==> config.mk <==
export PLATFORM = sky130hd
export DESIGN_NAME = acltw_top
export DESIGN_NICKNAME = d
export VERILOG_FILES = /design/src/acltw_pkg.sv /design/src/acltw_timer_if.sv /design/src/acltw_timer.sv /design/src/acltw_top.sv
export VERILOG_INCLUDE_DIRS = /design/src
export SDC_FILE = /design/constraint.sdc
export NUM_CORES = 1
export LEC_CHECK = 0
export BUFFER_PORTS_ARGS = -buffer_cell sky130_fd_sc_hd__buf_2
export CELL_PAD_IN_SITES_DETAIL_PLACEMENT = 0
export CELL_PAD_IN_SITES_GLOBAL_PLACEMENT = 2
export CORE_AREA = 2 2 207 128
export CTS_CLUSTER_SIZE = 25
export DETAILED_ROUTE_END_ITERATION = 16
export DIE_AREA = 0 0 209 130
export PLACE_DENSITY = 0.85
export SLEW_MARGIN = 20
export SYNTH_ARGS = -nofsm -noshare
export SYNTH_HDL_FRONTEND = slang
export SYNTH_HIERARCHICAL = 1
export SYNTH_SLANG_ARGS = --single-unit
==> constraint.sdc <==
create_clock -name clk -period 7.9 [get_ports clk]
set_input_delay 0.395 -clock clk [delete_from_list [all_inputs] [get_ports clk]]
set_output_delay 0.395 -clock clk [all_outputs]
set_load 0.005 [all_outputs]
==> src/acltw_regs.svh <==
// register offsets, reset values and timing constants of the converter setup block
`ifndef ACLTW_REGS_SVH
`define ACLTW_REGS_SVH

`define ACLTW_MAX_LOW_ADDR 8'h22
`define ACLTW_MIN_HIGH_ADDR 8'h23
`define ACLTW_MIN_LOW_ADDR 8'h24
`define ACLTW_DELAY_ADDR 8'h25
`define ACLTW_WAIT_ADDR 8'h26

`define ACLTW_MAX_LOW_RESET 8'h00
`define ACLTW_MIN_HIGH_RESET 8'h00
`define ACLTW_MIN_LOW_RESET 8'h00
`define ACLTW_DELAY_RESET 8'h00
`define ACLTW_WAIT_RESET 8'h00

`define ACLTW_HIGH_BITS_MASK 8'h07
`define ACLTW_TRIG_SEL_BIT 7
`define ACLTW_EDGE_BIT 6
`define ACLTW_HOLDOFF_BIT 5
`define ACLTW_REPEAT_BIT 4
`define ACLTW_DELAY_LSB 0
`define ACLTW_A2_PULL_LSB 6
`define ACLTW_ID_PULL_LSB 4
`define ACLTW_GAP_LSB 0

`define ACLTW_CLK_PERIOD_NS 10
`define ACLTW_DELAY_STEP_NS 5000
`define ACLTW_GAP_STEP_NS 20000
`define ACLTW_DELAY_STEP_CYCLES (`ACLTW_DELAY_STEP_NS / `ACLTW_CLK_PERIOD_NS)
`define ACLTW_GAP_STEP_CYCLES (`ACLTW_GAP_STEP_NS / `ACLTW_CLK_PERIOD_NS)

`endif

==> src/acltw_pkg.sv <==
// types shared by the converter setup block
package acltw_pkg;
  typedef enum logic [1:0] {ACLTW_IDLE, ACLTW_DELAY, ACLTW_CONVERT, ACLTW_GAP} acltw_state_t;
  typedef logic [10:0] acltw_word_t;
  typedef logic [21:0] acltw_count_t;
endpackage : acltw_pkg

==> src/acltw_timer_if.sv <==
// carrier between the sequencer and one countdown timer
interface acltw_timer_if;
  import acltw_pkg::*;
  logic load;
  acltw_count_t cycles;
  logic done;
  modport ctrl (output load, output cycles, input done);
  modport timer (input load, input cycles, output done);
endinterface : acltw_timer_if

==> src/acltw_timer.sv <==
// countdown timer: done pulses exactly cycles clocks after load (one clock when cycles is zero)
module acltw_timer
  import acltw_pkg::*;
(
  // clock and reset
  input wire logic clk,
  input wire logic reset,
  // control side
  acltw_timer_if.timer tif
);
  acltw_count_t count;
  acltw_count_t next_count;
  logic run;
  logic next_run;
  logic done_q;
  logic next_done;

  // a fresh load restarts the count, so a late load never merges with a running one
  always_comb
  begin
    next_count = count;
    next_run = run;
    next_done = 1'b0;
    if (tif.load)
    begin
      if (tif.cycles <= 22'h000001)
      begin
        next_done = 1'b1;
        next_run = 1'b0;
      end
      else
      begin
        next_count = tif.cycles - 22'h000001;
        next_run = 1'b1;
      end
    end
    else if (run)
    begin
      next_count = count - 22'h000001;
      if (count == 22'h000001)
      begin
        next_done = 1'b1;
        next_run = 1'b0;
      end
    end
  end

  // registers
  always_ff @(posedge clk or posedge reset)
  begin
    if (reset)
    begin
      count <= 22'h000000;
      run <= 1'b0;
      done_q <= 1'b0;
    end
    else
    begin
      count <= next_count;
      run <= next_run;
      done_q <= next_done;
    end
  end

  assign tif.done = done_q;
endmodule : acltw_timer

==> src/acltw_top.sv <==
// converter limit, pin trigger, delay and sample gap configuration with its sequencer
// Operation
// [RL1] pin transitions start conversions when selected
// [RL2] pin trigger delay, code times 5us
// [RL3] coded wait between samples in multi-mode
// [RL4] wait code resets to zero
// [RL5] eleven-bit limits compared against results
// [RL6] result is eleven-bit unsigned value
`include "acltw_regs.svh"
module acltw_top
  import acltw_pkg::*;
#(
  parameter int DELAY_STEP_CYCLES = `ACLTW_DELAY_STEP_CYCLES,
  parameter int GAP_STEP_CYCLES = `ACLTW_GAP_STEP_CYCLES
)
(
  // clock and reset
  input wire logic clk,
  input wire logic reset,
  // byte register port from the serial host engine
  input wire logic [7:0] reg_addr,
  input wire logic reg_write,
  input wire logic [7:0] reg_wdata,
  output logic [7:0] reg_rdata,
  // neighbouring settings
  input wire logic [2:0] max_limit_high_bits,
  input wire logic multi_sample_mode,
  input wire logic more_samples,
  // trigger sources
  input wire logic sw_start,
  input wire logic third_general_pin,
  // converter core
  input wire logic conv_done,
  input wire logic [10:0] conv_result,
  output logic conv_start,
  output logic [10:0] result,
  output logic above_max,
  output logic below_min,
  // analog pull-up settings
  output logic [1:0] analog2_pullup_code,
  output logic [1:0] pack_id_pullup_code
);
  logic [7:0] max_low;
  logic [7:0] min_high;
  logic [7:0] min_low;
  logic [7:0] delay_ctl;
  logic [7:0] wait_ctl;
  logic [7:0] next_rdata;
  logic pin_s1;
  logic pin_s2;
  logic pin_s3;
  logic pin_edge;
  logic trig_armed;
  logic next_armed;
  acltw_state_t state;
  acltw_state_t next_state;
  logic next_start;
  acltw_word_t next_result;
  logic next_above;
  logic next_below;
  acltw_word_t max_word;
  acltw_word_t min_word;
  acltw_timer_if delay_tif ();
  acltw_timer_if gap_tif ();

  // join high bits and low byte into one limit word
  function automatic acltw_word_t limit_word(input logic [7:0] hi, input logic [7:0] lo);
    limit_word = {hi[2:0], lo};
  endfunction : limit_word

  // multiples of the 20us step for each gap code
  function automatic logic [10:0] gap_mult(input logic [3:0] code);
    case (code)
      4'h0: gap_mult = 11'h000;
      4'h1: gap_mult = 11'h001;
      4'h2: gap_mult = 11'h002;
      4'h3: gap_mult = 11'h003;
      4'h4: gap_mult = 11'h004;
      4'h5: gap_mult = 11'h008;
      4'h6: gap_mult = 11'h00c;
      4'h7: gap_mult = 11'h010;
      4'h8: gap_mult = 11'h020;
      4'h9: gap_mult = 11'h040;
      4'ha: gap_mult = 11'h060;
      4'hb: gap_mult = 11'h080;
      4'hc: gap_mult = 11'h100;
      4'hd: gap_mult = 11'h200;
      4'he: gap_mult = 11'h300;
      default: gap_mult = 11'h400;
    endcase
  endfunction : gap_mult

  // [RL5] limit words formed
  assign max_word = limit_word({5'h00, max_limit_high_bits}, max_low);
  assign min_word = limit_word(min_high, min_low);
  assign analog2_pullup_code = wait_ctl[`ACLTW_A2_PULL_LSB +: 2];
  assign pack_id_pullup_code = wait_ctl[`ACLTW_ID_PULL_LSB +: 2];

  // register writes; upper bits of the minimum high byte are reserved and kept zero
  // [RL4] wait code resets zero
  always_ff @(posedge clk or posedge reset)
  begin
    if (reset)
    begin
      max_low <= `ACLTW_MAX_LOW_RESET;
      min_high <= `ACLTW_MIN_HIGH_RESET;
      min_low <= `ACLTW_MIN_LOW_RESET;
      delay_ctl <= `ACLTW_DELAY_RESET;
      wait_ctl <= `ACLTW_WAIT_RESET;
    end
    else if (reg_write)
    begin
      case (reg_addr)
        `ACLTW_MAX_LOW_ADDR: max_low <= reg_wdata;
        `ACLTW_MIN_HIGH_ADDR: min_high <= reg_wdata & `ACLTW_HIGH_BITS_MASK;
        `ACLTW_MIN_LOW_ADDR: min_low <= reg_wdata;
        `ACLTW_DELAY_ADDR: delay_ctl <= reg_wdata;
        `ACLTW_WAIT_ADDR: wait_ctl <= reg_wdata;
        default: ;
      endcase
    end
  end

  // read data one clock after the address; unmapped offsets read zero
  always_comb
  begin
    case (reg_addr)
      `ACLTW_MAX_LOW_ADDR: next_rdata = max_low;
      `ACLTW_MIN_HIGH_ADDR: next_rdata = min_high;
      `ACLTW_MIN_LOW_ADDR: next_rdata = min_low;
      `ACLTW_DELAY_ADDR: next_rdata = delay_ctl;
      `ACLTW_WAIT_ADDR: next_rdata = wait_ctl;
      default: next_rdata = 8'h00;
    endcase
  end

  always_ff @(posedge clk or posedge reset)
  begin
    if (reset)
      reg_rdata <= 8'h00;
    else
      reg_rdata <= next_rdata;
  end

  // pin synchroniser; edge is taken only between the second and third stage
  always_ff @(posedge clk or posedge reset)
  begin
    if (reset)
    begin
      pin_s1 <= 1'b0;
      pin_s2 <= 1'b0;
      pin_s3 <= 1'b0;
    end
    else
    begin
      pin_s1 <= third_general_pin;
      pin_s2 <= pin_s1;
      pin_s3 <= pin_s2;
    end
  end

  // [RL1] selected edge when enabled
  assign pin_edge = delay_ctl[`ACLTW_TRIG_SEL_BIT]
    && (delay_ctl[`ACLTW_EDGE_BIT] ? (pin_s2 && !pin_s3) : (!pin_s2 && pin_s3));

  // sequencer: holdoff drops pin edges during the delay, repeat off takes one pin edge per arming
  always_comb
  begin
    next_state = state;
    next_start = 1'b0;
    next_armed = trig_armed;
    next_result = result;
    next_above = above_max;
    next_below = below_min;
    delay_tif.load = 1'b0;
    delay_tif.cycles = 22'h000000;
    gap_tif.load = 1'b0;
    gap_tif.cycles = 22'h000000;
    if (reg_write && reg_addr == `ACLTW_DELAY_ADDR)
      next_armed = 1'b1;
    case (state)
      ACLTW_IDLE:
      begin
        if (sw_start && !delay_ctl[`ACLTW_TRIG_SEL_BIT])
        begin
          next_start = 1'b1;
          next_state = ACLTW_CONVERT;
        end
        // [RL2] delay timer loaded
        else if (pin_edge && trig_armed)
        begin
          delay_tif.load = 1'b1;
          delay_tif.cycles = 22'(delay_ctl[3:0] * DELAY_STEP_CYCLES);
          next_armed = delay_ctl[`ACLTW_REPEAT_BIT];
          next_state = ACLTW_DELAY;
        end
      end
      ACLTW_DELAY:
      begin
        if (delay_tif.done)
        begin
          next_start = 1'b1;
          next_state = ACLTW_CONVERT;
        end
        else if (pin_edge && !delay_ctl[`ACLTW_HOLDOFF_BIT] && trig_armed)
        begin
          delay_tif.load = 1'b1;
          delay_tif.cycles = 22'(delay_ctl[3:0] * DELAY_STEP_CYCLES);
        end
      end
      ACLTW_CONVERT:
      begin
        if (conv_done)
        begin
          // [RL6] result captured unsigned
          next_result = conv_result;
          // [RL5] limit compare
          next_above = conv_result > max_word;
          next_below = conv_result < min_word;
          if (multi_sample_mode && more_samples)
          begin
            // [RL3] gap before next sample
            gap_tif.load = 1'b1;
            gap_tif.cycles = 22'(gap_mult(wait_ctl[3:0]) * GAP_STEP_CYCLES);
            next_state = ACLTW_GAP;
          end
          else
            next_state = ACLTW_IDLE;
        end
      end
      ACLTW_GAP:
      begin
        if (gap_tif.done)
        begin
          next_start = 1'b1;
          next_state = ACLTW_CONVERT;
        end
      end
      default: next_state = ACLTW_IDLE;
    endcase
  end

  always_ff @(posedge clk or posedge reset)
  begin
    if (reset)
    begin
      state <= ACLTW_IDLE;
      conv_start <= 1'b0;
      trig_armed <= 1'b1;
      result <= 11'h000;
      above_max <= 1'b0;
      below_min <= 1'b0;
    end
    else
    begin
      state <= next_state;
      conv_start <= next_start;
      trig_armed <= next_armed;
      result <= next_result;
      above_max <= next_above;
      below_min <= next_below;
    end
  end

  // countdown timers for trigger delay and sample gap
  acltw_timer u_delay_timer (.clk(clk), .reset(reset), .tif(delay_tif.timer));
  acltw_timer u_gap_timer (.clk(clk), .reset(reset), .tif(gap_tif.timer));

  pin_gated_a: assert property (@(posedge clk) disable iff (reset) // [RL1]
    (state == ACLTW_IDLE && !delay_ctl[`ACLTW_TRIG_SEL_BIT] && !sw_start) |=> !conv_start)
    else $error("conversion started with pin trigger off and no software start");

  delay_zero_a: assert property (@(posedge clk) disable iff (reset) // [RL2]
    (state == ACLTW_IDLE && pin_edge && trig_armed && !sw_start && delay_ctl[3:0] == 4'h0)
    |=> ##1 conv_start)
    else $error("zero trigger delay did not start conversion in two clocks");

  delay_step_a: assert property (@(posedge clk) disable iff (reset) // [RL2]
    (state == ACLTW_IDLE && pin_edge && trig_armed && !sw_start && delay_ctl[3:0] == 4'h1)
    |=> !conv_start [*2])
    else $error("one-step trigger delay ended early");

  gap_zero_a: assert property (@(posedge clk) disable iff (reset) // [RL3]
    (state == ACLTW_CONVERT && conv_done && multi_sample_mode && more_samples
    && wait_ctl[3:0] == 4'h0) |=> ##1 conv_start)
    else $error("zero sample gap did not restart at once");

  gap_wait_a: assert property (@(posedge clk) disable iff (reset) // [RL3]
    (state == ACLTW_CONVERT && conv_done && multi_sample_mode && more_samples
    && wait_ctl[3:0] != 4'h0) |=> !conv_start [*3])
    else $error("sample gap shorter than its step");

  limit_cmp_a: assert property (@(posedge clk) disable iff (reset) // [RL5]
    (state == ACLTW_CONVERT && conv_done) |=>
    (above_max == ($past(conv_result) > $past(max_word)))
    && (below_min == ($past(conv_result) < $past(min_word))))
    else $error("limit flags disagree with captured result");

  result_hold_a: assert property (@(posedge clk) disable iff (reset) // [RL6]
    (state == ACLTW_CONVERT && conv_done) |=> result == $past(conv_result))
    else $error("result not captured at conversion end");
endmodule : acltw_top

==> results of run 1 <==
==> metal layers <==
metal | track usage | share of wire | routed length (um) | vias to the layer above
met5 | 0 | 0 | 0 | -
met2 | 0.276 | 0.40 | 10200 | 209
li1 | - | - | - | 3995
met1 | 0.312 | 0.54 | 13900 | 3902
met3 | 0.0484 | 0.059 | 1530 | 25
met4 | 0.0391 | 0.0099 | 256 | 0
==> worst min path at each step <==
stage                     endpoint  slack, ns  cells after the start
after floorplan             pin_s2       0.33                      0
after global placement      pin_s2       0.34                      0
after detailed placement    pin_s2       0.34                      0
after CTS                   pin_s1       0.09                      1
after global routing        pin_s1       0.09                      1
final                       pin_s1       0.11                      1
==> power breakdown <==
group,internal [mW],leakage (nW),switching (mW),total (mW)
clock,0.234,0.151,0.252,0.485
combinational,0.269,3.59,0.356,0.625
sequential,0.682,1.41,0.124,0.806
==> per-stage QoR <==
step | util | area, um2 | std cells | hold slack [ns]
after floorplan | - | 9940 | 1128 | 0.331
after global placement | 0.411 | 10500 | 1496 | 0.335
after detailed placement | 0.411 | 10500 | 1496 | 0.342
after CTS | 0.423 | 10800 | 1512 | 0.0918
after global routing | 0.423 | 10800 | 1512 | 0.0864
final | 0.423 | 10800 | 1512 | 0.112
==> state kept, by name, indices dropped and copies added, names as in the netlist <==
register / cells
above_max: 1
below_min: 1
conv_start: 1
delay_ctl: 8
max_low: 8
min_high: 3
min_low: 8
pin_s1: 1
pin_s2: 1
pin_s3: 1
reg_rdata: 8
result: 11
state: 2
trig_armed: 1
u_delay_timer/count: 22
u_delay_timer/run: 1
u_delay_timer/tif.done: 1
u_gap_timer/count: 22
u_gap_timer/run: 1
u_gap_timer/tif.done: 1
wait_ctl: 8
==> cell usage in the layout (no fill, tap or decap), types with 30 or more instances in the layout <==
cell       n
a21oi_1   52
buf_2     63
conb_1    60
dfrtp_1  110
fa_1      38
ha_1      84
inv_1    114
mux2_2    44
nand2_1   51
nand3_1   30
nor2_1    84
nor3_1    44
o21ai_0   57
==> layout make-up <==
| type | count | area [um2] | share of cell area |
|---|---|---|---|
| clock buffers | 10 | 239 | 0.0220 |
| clock inverters | 6 | 70.1 | 0.00646 |
| inverters | 117 | 439 | 0.0405 |
| multi-input cells | 862 | 6530 | 0.602 |
| flip-flops and latches | 111 | 2780 | 0.256 |
| well taps | 336 | 420 | 0.0388 |
| repair buffers | 70 | 368 | 0.0339 |
==> cell families after synthesis <==
group                    Yosys count  synth area share
flip-flops                       111             0.286
adder cells (fa/ha/maj)          122             0.186
XOR/XNOR                          41            0.0385
buffers and inverters            155            0.0649
AO/OA/AOI/OAI                    227             0.157
multiplexers                      59            0.0664
other                              2          0.000773
AND/OR/NAND/NOR                  353             0.200
==> run metrics, run 1 <==
Post-synth ARST share=1.00; LEAKAGE=around 5.1 nW; HP Start=third_general_pin; synth-to-layout area growth=11.6%; critical path peak fanout=10; cts hold-fix bufs=0; Synth Warn #=6; FP Rows=46; Startpoint Class=flip-flop; setup slack after layout=1.26 ns; largest delay contributor family on the critical path=adder cells; Netlist cell types=78; largest area contributor in the synthesized netlist=dfrtp_1; largest net degree at the start of global routing=64; first-pass GRT wire length=42,400 um; Worst slew margin=0.299; total power=1.92 mW; Max H-tree Level=3; synth top area cells=dfrtp_1 (28%), ha_1 (11%), fa_1 (7.8%); Clk Latency, worst-skew pair=approximately 0.4 ns; DIE WIDTH=around 210 um; R2R Path Start=wait_ctl[0]; worst slew pin tran=1.04 ns; Setup WS pre-CTS=1.28 ns; Detailed Route Iter0 Violations=602; #FFs+latches synth=roughly 110; Post-Route WL=between 20,000 and 30,000 um; io pins=64; Hold WC Path Type=in -> reg; Crit Path Class=reg -> reg; Post-Syn Area per Cell=approximately 9.1 um2; core area=0.0256 mm2; Post-CTS Setup Inserts=0; gpl congestion=0.828; Tcrit/Tclk final=0.841; CP endpoint kind=flip-flop; fill count=2,542; share of cells above drive strength 1=0.139; WL/cell=approximately 17 um; Peak Freq=151 MHz; nets@finish=1,331; Fin. Hold Viols=0; Final min period=6.64 ns; fin. max-slew vios=0; Critical Path Max Stage Delay=0.58 ns; root buf cell=clkbuf_16; CTS tree=done; status=finished, final reports clean; gr usage total=0.200; DPL Wire Length=20,300 um; Cells after Synth=about 1,100; CP Depth=19; FF-to-FF End=u_gap_timer/count[19]; PortBufs=63; CP most frequent cell=fa_1; post-route ant nets=0; die height=130 um; total CTS buffers=9; Main synth FF type=dfrtp_1; CP required=8.16 ns; slowest CP cell=fa_1; Clock Skew=between 0.015 and 0.02 ns; clock sink count=111; die area=0.0272 mm2; Worst R2R Path Depth=19; CP cell instances=ha_1, and2_1, inv_1, fa_1, fa_1, fa_1, fa_1, inv_1, ha_1, a21o_1, a31oi_1, o21bai_1, xnor2_1, nor2_1, or3_1, or4b_4, or4_4, xnor2_2, a221o_1; Worst EP arrival=6.91 ns; CP startpoint=wait_ctl[0]; Overflow after GRT=0; synthesized cell area=between 0.009 and 0.01 mm2; Post-route DRC=0; synth cell count leaders=inv_1 (117), dfrtp_1 (110), ha_1 (84), nor2_1 (84), o21ai_0 (57); Setup-failing EPs final=0; sequential fraction of the synthesis area=0.286; Worst Setup EP=u_gap_timer/count[19]; VDD IR-drop max=144 uV; Crit path buffers/inverters=2; Post-synth EDFFs=0; FF-to-FF setup slack=1.26 ns; Reg clk slew, reported paths=roughly 0.080 ns; top-area cell type share of the netlist area=0.283; Via-to-Cell Ratio=5.38; Pre-Repair DR Iteration Count=5; routed vias=8,131; most numerous cell in the Yosys netlist=inv_1; ant diodes=0; pwr dens=177 mW/mm2; max capacitance violation total=0; vias in the first global route=7,672; initial antenna violation count=0; RSZ-0062 raised after global routing=no; post-CTS sizing=0; clk buf depth=2; Starting Density=0.379; final setup TNS=0 ns
(Power assumes the default switching activity.)
==> run 2, diff against run 1 <==
- ABC_AREA: not set -> 1
- CORE_AREA: 2 2 207 128 -> 2 2 241 148
- DIE_AREA: 0 0 209 130 -> 0 0 243 150
- PLACE_DENSITY: 0.85 -> 0.82
- clock period: 7.9 -> 6.05 ns (I/O delays scaled with it)
==> run metrics, run 2 <==
commonest non-fill, non-tap cell in the layout=nand2_1; Post-Syn Area per Cell=6.83 um2 (-25%); Final Util=0.351 (-0.0720); Max H-tree Level=3 (unchanged); Netlist cell types=47 (-40%); Worst slew margin=0.397 (+0.0982); top-area cell type share of the netlist area=0.255 (-0.0284); XOR/XNOR share of the synthesized area=0.0235 (-0.0150); CP required=6.31 ns (-1.85 ns); clock sink count=111 (unchanged); ant diodes=0 (unchanged); #FFs+latches synth=111 (unchanged); Post-route DRC=0 (unchanged); R2R Path Start=wait_ctl[0]; synth top area cells=dfrtp_1 (25%), nand2_1 (15%), ha_1 (9.7%); multiplexer area fraction after synthesis=0.00185 (-0.0646); VDD IR-drop max=169 uV (+18%); CP endpoint kind=flip-flop; Synth Warn #=6 (unchanged); setup slack after layout=0.436 ns (-0.821 ns); synth-to-layout area growth=11.7%; Main synth FF type=dfrtp_1; cts hold-fix bufs=0 (unchanged); FF-to-FF setup slack=0.44 ns (-0.82 ns); WL/cell=14.7 um (-14%); pwr dens=317 mW/mm2 (+79%); Startpoint Class=flip-flop; post-route ant nets=0 (unchanged); Post-CTS Setup Inserts=0 (unchanged); DPL Wire Length=25,700 um (+27%); share of cells above drive strength 1=0.106 (-0.0321); largest family of logic cells by synthesized area=simple AND/OR/NAND/NOR gates; commonest non-fill, non-tap cells in the layout=nand2_1 (441), inv_1 (248), nor2_1 (195), nand3_1 (133), dfrtp_1 (107); DIE WIDTH=243 um (+16%); sequential power share=0.301 (-0.120); fin. max-slew vios=0 (unchanged); Post-Route WL=31,700 um (+22%); Pint=1.93 mW (+63%); Non-Filler Instances=2,148 (+42%); Worst R2R Path Depth=27 (+8); Post-synth ARST share=1.00 (unchanged); FP Rows=53 (+15%); total CTS buffers=9 (unchanged); Worst EP arrival=5.88 ns (-1.03 ns); Clk Latency, worst-skew pair=0.39 ns (about the same); root buf cell=clkbuf_16; largest net degree at the start of global routing=64 (unchanged); Final min period=5.61 ns (-1.03 ns); Via-to-Cell Ratio=4.62 (-14%); largest area contributor in the synthesized netlist=dfrtp_1; clk buf depth=2 (unchanged); Hold WC Path Type=in -> async; worst slew pin tran=0.896 ns (-0.146 ns); Clock power frac=0.166 (-0.087); nets@finish=1,836 (+38%); status=finished, final reports clean; max capacitance violation total=0 (unchanged); Fin. Hold Viols=0 (unchanged); Detailed Route Iter0 Violations=959 (+59%); sw frac=0.496 (+0.114); most numerous cell in the Yosys netlist=nand2_1; CP startpoint=wait_ctl[0]; io pins=64 (unchanged); gpl congestion=0.830 (+0.31%); Logic pwr share=0.533 (+0.207); biggest regs=u_delay_timer/count x22, u_gap_timer/count x22, result x11; Clock Skew=0.0172 ns (-0.00156 ns); Starting Density=0.314 (-0.0650); Crit Path Class=reg -> reg; LEAKAGE=6.38 nW (+24%); Reg clk slew, reported paths=0.09 ns (about the same); routed vias=9,920 (+22%); CTS tree=done; PortBufs=63 (unchanged); sequential fraction of the synthesis area=0.257 (-0.0287); Peak Freq=178 MHz (+18%); critical path peak fanout=30 (+20); Setup-failing EPs final=0 (unchanged); Pre-Repair DR Iteration Count=7 (+2); Overflow after GRT=0 (unchanged); Setup WS pre-CTS=0.0575 ns (-1.22 ns); Hold WS=0.00517 ns (-0.107 ns); FF-to-FF End=u_gap_timer/count[10]; gr usage total=0.181 (-0.0191); vias in the first global route=9,174 (+20%); synth cell count leaders=nand2_1 (441), inv_1 (251), nor2_1 (199); compound-cell area share of the yosys netlist=0.0842 (-0.0726); first-pass GRT wire length=51,300 um (+21%); synthesized cell area=0.0108 mm2 (+11%); die height=150 um (+15%); core area=0.0344 mm2 (+34%); Cells after Synth=1,582 (+48%); die area=0.0365 mm2 (+34%); Post-synth EDFFs=0 (unchanged); final setup TNS=0 ns (unchanged); Psw=1.90 mW (+160%); synthesized-area fraction occupied by adder cells=0.168 (-0.0187); Synth Area in Simple Gates=0.355 (+0.155); dpl cells=2,132 (+43%); Tcrit/Tclk final=0.928 (+0.0870); initial antenna violation count=0 (unchanged)
==> run 2: critical path, stage by stage (launching register included) <==
cell	delay, ns
dfrtp_2	0.49
ha_1	0.30
inv_1	0.07
nor2_1	0.15
inv_1	0.10
fa_1	0.57
fa_1	0.45
fa_1	0.49
fa_1	0.51
inv_1	0.04
ha_1	0.34
nand2_1	0.09
nor2_1	0.10
nand2_1	0.05
nand3_1	0.18
nand2_1	0.08
nand2_1	0.08
nand2_1	0.05
nand2_1	0.05
nor2_1	0.08
nor2_1	0.15
nand2_1	0.10
nor3_2	0.18
nand3_2	0.16
nand2_8	0.17
nand2_8	0.19
nand2_1	0.19
o21ai_2	0.06
==> run 2: area by class of cell <==
cell class | instances | area [um2]
multi-input combinational | 1226 | 7050
fill | 3794 | 22300
tap | 467 | 584
timing repair buffer | 73 | 390
sequential | 111 | 2780
inverter | 255 | 957
clock buffer | 10 | 239
clock inverter | 6 | 61.3
==> run 2: worst max path at each step <==
| stage | endpoint | depth (start not counted) | slack (ns) |
|---|---|---|---|
| 3_3_place_gp | u_gap_timer/count[1] | 32 | 0.18 |
| 5_1_grt | u_gap_timer/count[13] | 28 | -0.01 |
| 2_1_floorplan | u_gap_timer/count[14] | 28 | 0.99 |
| 6_report | u_gap_timer/count[10] | 27 | 0.44 |
| 4_1_cts | u_gap_timer/count[10] | 32 | 0.06 |
| 3_5_place_dp | u_gap_timer/count[10] | 28 | 0.06 |
==> run 2: what timing repair did <==
action / 4_1_cts / 5_1_grt
resized for setup: 0 / 12
setup endpoints to repair: 0 / 24
hold endpoints to repair: 0 / 0
==> run 2: power groups by stage <==
stage / registers [mW] / logic, mW / clock network (mW)
after global routing: 1.18 / 2.34 / 0.686
final: 1.15 / 2.04 / 0.636
after CTS: 1.15 / 2.03 / 0.658
after global placement: 1.16 / 2.01 / 0
after floorplan: 1.10 / 1.57 / 0
after detailed placement: 1.16 / 2.02 / 0
==> run 2: cell families (layout without fill, tap and decap cells) <==
| logic type | count (synthesis) | after routing |
|---|---|---|
| and+or+nand+nor | 868 | 868 |
| buffers and inverters | 290 | 344 |
| AOI/OAI and AO/OA | 158 | 158 |
| adders and majority gates | 122 | 122 |
| DFF | 111 | 111 |
| xor gates and xnor gates | 29 | 29 |
| other | 2 | 47 |
| muxes | 2 | 2 |
==> run 2: stage by stage <==
| stage | power [mW] | area (um2) |
|---|---|---|
| 5_1_grt | 4.21 | 12100 |
| 3_5_place_dp | 3.18 | 11700 |
| 2_1_floorplan | 2.67 | 11000 |
| 3_3_place_gp | 3.17 | 11700 |
| 4_1_cts | 3.84 | 12000 |
| 6_report | 3.82 | 12100 |
==> run 2: routing by layer <==
layer | vias up | wire length, um | track usage
met4 | 0 | 199 | 0.0298
met2 | 196 | 11300 | 0.231
met1 | 4590 | 18600 | 0.306
met5 | - | 0 | 0
li1 | 5125 | - | -
met3 | 9 | 1580 | 0.0287
==> run 3, diff against run 2 <==
- REMOVE_ABC_BUFFERS: not set -> 1
==> run metrics, run 3 (synthesis gave the netlist of run 2 again) <==
RSZ-0062 raised after global routing=no; routed vias=9,913 (-0.071%); Worst slew margin=0.365 (-0.0322); largest delay contributor family on the critical path=adder cells; Setup-failing EPs final=0 (unchanged); DIE WIDTH=243 um (unchanged); status=finished, final reports clean; total power=3.81 mW (-0.29%); critical path peak fanout=18 (-40%); clock sink count=111 (unchanged); largest net degree at the start of global routing=64 (unchanged); biggest regs=u_delay_timer/count x22, u_gap_timer/count x22, result x11; ant diodes=0 (unchanged); Pre-Repair DR Iteration Count=5 (-2); Startpoint Class=flip-flop; Post-Route WL=32,000 um (+1.2%); first-pass GRT wire length=52,200 um (+1.9%); Reg clk slew, reported paths=0.09 ns (about the same); share of cells above drive strength 1=0.106 (-0.000127); clk buf depth=2 (unchanged); DPL Wire Length=25,600 um (-0.20%); gpl congestion=0.841 (+1.3%); Detailed Route Iter0 Violations=782 (-18%); Peak Freq=180 MHz (+1.2%); Overflow after GRT=0 (unchanged); commonest non-fill, non-tap cells in the layout=nand2_1 (441), inv_1 (248), nor2_1 (195), nand3_1 (133), dfrtp_1 (108); worst slew pin tran=0.944 ns (+0.0479 ns); PortBufs=63 (unchanged); post-route ant nets=0 (unchanged); Final Util=0.351 (about the same); Clock Skew=0.0129 ns (-0.00427 ns); Critical Path Max Stage Delay=0.52 ns (-0.05 ns); VDD IR-drop max=114 uV (-33%); Crit path buffers/inverters=4 (+1); Fin. Hold Viols=0 (unchanged); WL/cell=14.9 um (+1.1%); Starting Density=0.314 (unchanged); Max H-tree Level=3 (unchanged); root buf cell=clkbuf_16; commonest non-fill, non-tap cell in the layout=nand2_1; total CTS buffers=9 (unchanged); CP required=6.33 ns (+0.02 ns); cts hold-fix bufs=0 (unchanged); synth-to-layout area growth=11.8% (about the same); slowest CP cell=dfrtp_1; gr usage total=0.184 (+0.00316); final setup TNS=0 ns (unchanged); core area=0.0344 mm2 (unchanged); fin. max-slew vios=0 (unchanged); Worst R2R Path Depth=25 (-7.4%); io pins=64 (unchanged); LEAKAGE=6.39 nW (+0.13%); FF-to-FF End=u_gap_timer/count[15]; FF-to-FF setup slack=0.50 ns (+0.07 ns); pwr dens=316 mW/mm2 (-0.35%); Worst EP arrival=5.82 ns (-0.06 ns); die area=0.0365 mm2 (unchanged); Final min period=5.55 ns (-0.0690 ns); Clk Latency, worst-skew pair=0.38 ns (about the same); FP Rows=53 (unchanged); nets@finish=1,838 (+0.11%); R2R Path Start=wait_ctl[3]; CTS tree=done; Via-to-Cell Ratio=4.61 (-0.16%); CP endpoint kind=flip-flop; Hold WS=0.0168 ns (+0.0116 ns); initial antenna violation count=0 (unchanged); die height=150 um (unchanged); Post-route DRC=0 (unchanged); Tcrit/Tclk final=0.917 (-0.0114); Crit Path Class=reg -> reg; max capacitance violation total=0 (unchanged); vias in the first global route=9,466 (+3.2%); Hold WC Path Type=in -> async
run 3: how the worst max path moves through the flow:
stage / from / endpoint / depth (start not counted)
2_1_floorplan: wait_ctl[0] / u_gap_timer/count[10] / 27
3_3_place_gp: wait_ctl[2] / u_gap_timer/count[10] / 28
3_5_place_dp: wait_ctl[2] / u_gap_timer/count[10] / 25
6_report: wait_ctl[3] / u_gap_timer/count[15] / 25
4_1_cts: wait_ctl[2] / u_gap_timer/count[10] / 25
5_1_grt: wait_ctl[0] / u_gap_timer/count[1] / 27
run 3: final cells by class:
| cell class | count | area, um2 |
|---|---|---|
| Clock buffer | 10 | 239 |
| Clock inverter | 6 | 52.6 |
| Tap cell | 467 | 584 |
| Fill cell | 3831 | 22300 |
| Timing Repair Buffer | 74 | 398 |
| Sequential cell | 111 | 2780 |
| Inverter | 255 | 957 |
| Multi-Input combinational cell | 1227 | 7060 |
run 3: metal layers:
metal / part of all wire / vias up / track usage
li1: - / 5103 / -
met1: 0.57 / 4629 / 0.298
met2: 0.37 / 169 / 0.245
met3: 0.055 / 12 / 0.0404
met4: 0.0070 / 0 / 0.0264
met5: 0 / - / 0
run 3: what timing repair did:
action,4_1_cts,5_1_grt
setup buffers,0,0
resized for setup,0,10
endpoints found under the setup margin,0,24
run 3: power by group:
part	internal (mW)	switching [mW]
logic	0.681	1.35
clock network	0.299	0.332
registers	0.948	0.204
run 3: metrics by stage:
step | area [um2] | instances | setup WS, ns
2_1_floorplan | 10700 | 1592 | 0.842
3_3_place_gp | 11700 | 2133 | 0.280
3_5_place_dp | 11700 | 2133 | 0.106
4_1_cts | 12000 | 2149 | 0.103
5_1_grt | 12100 | 2150 | 0.00299
6_report | 12100 | 2150 | 0.505
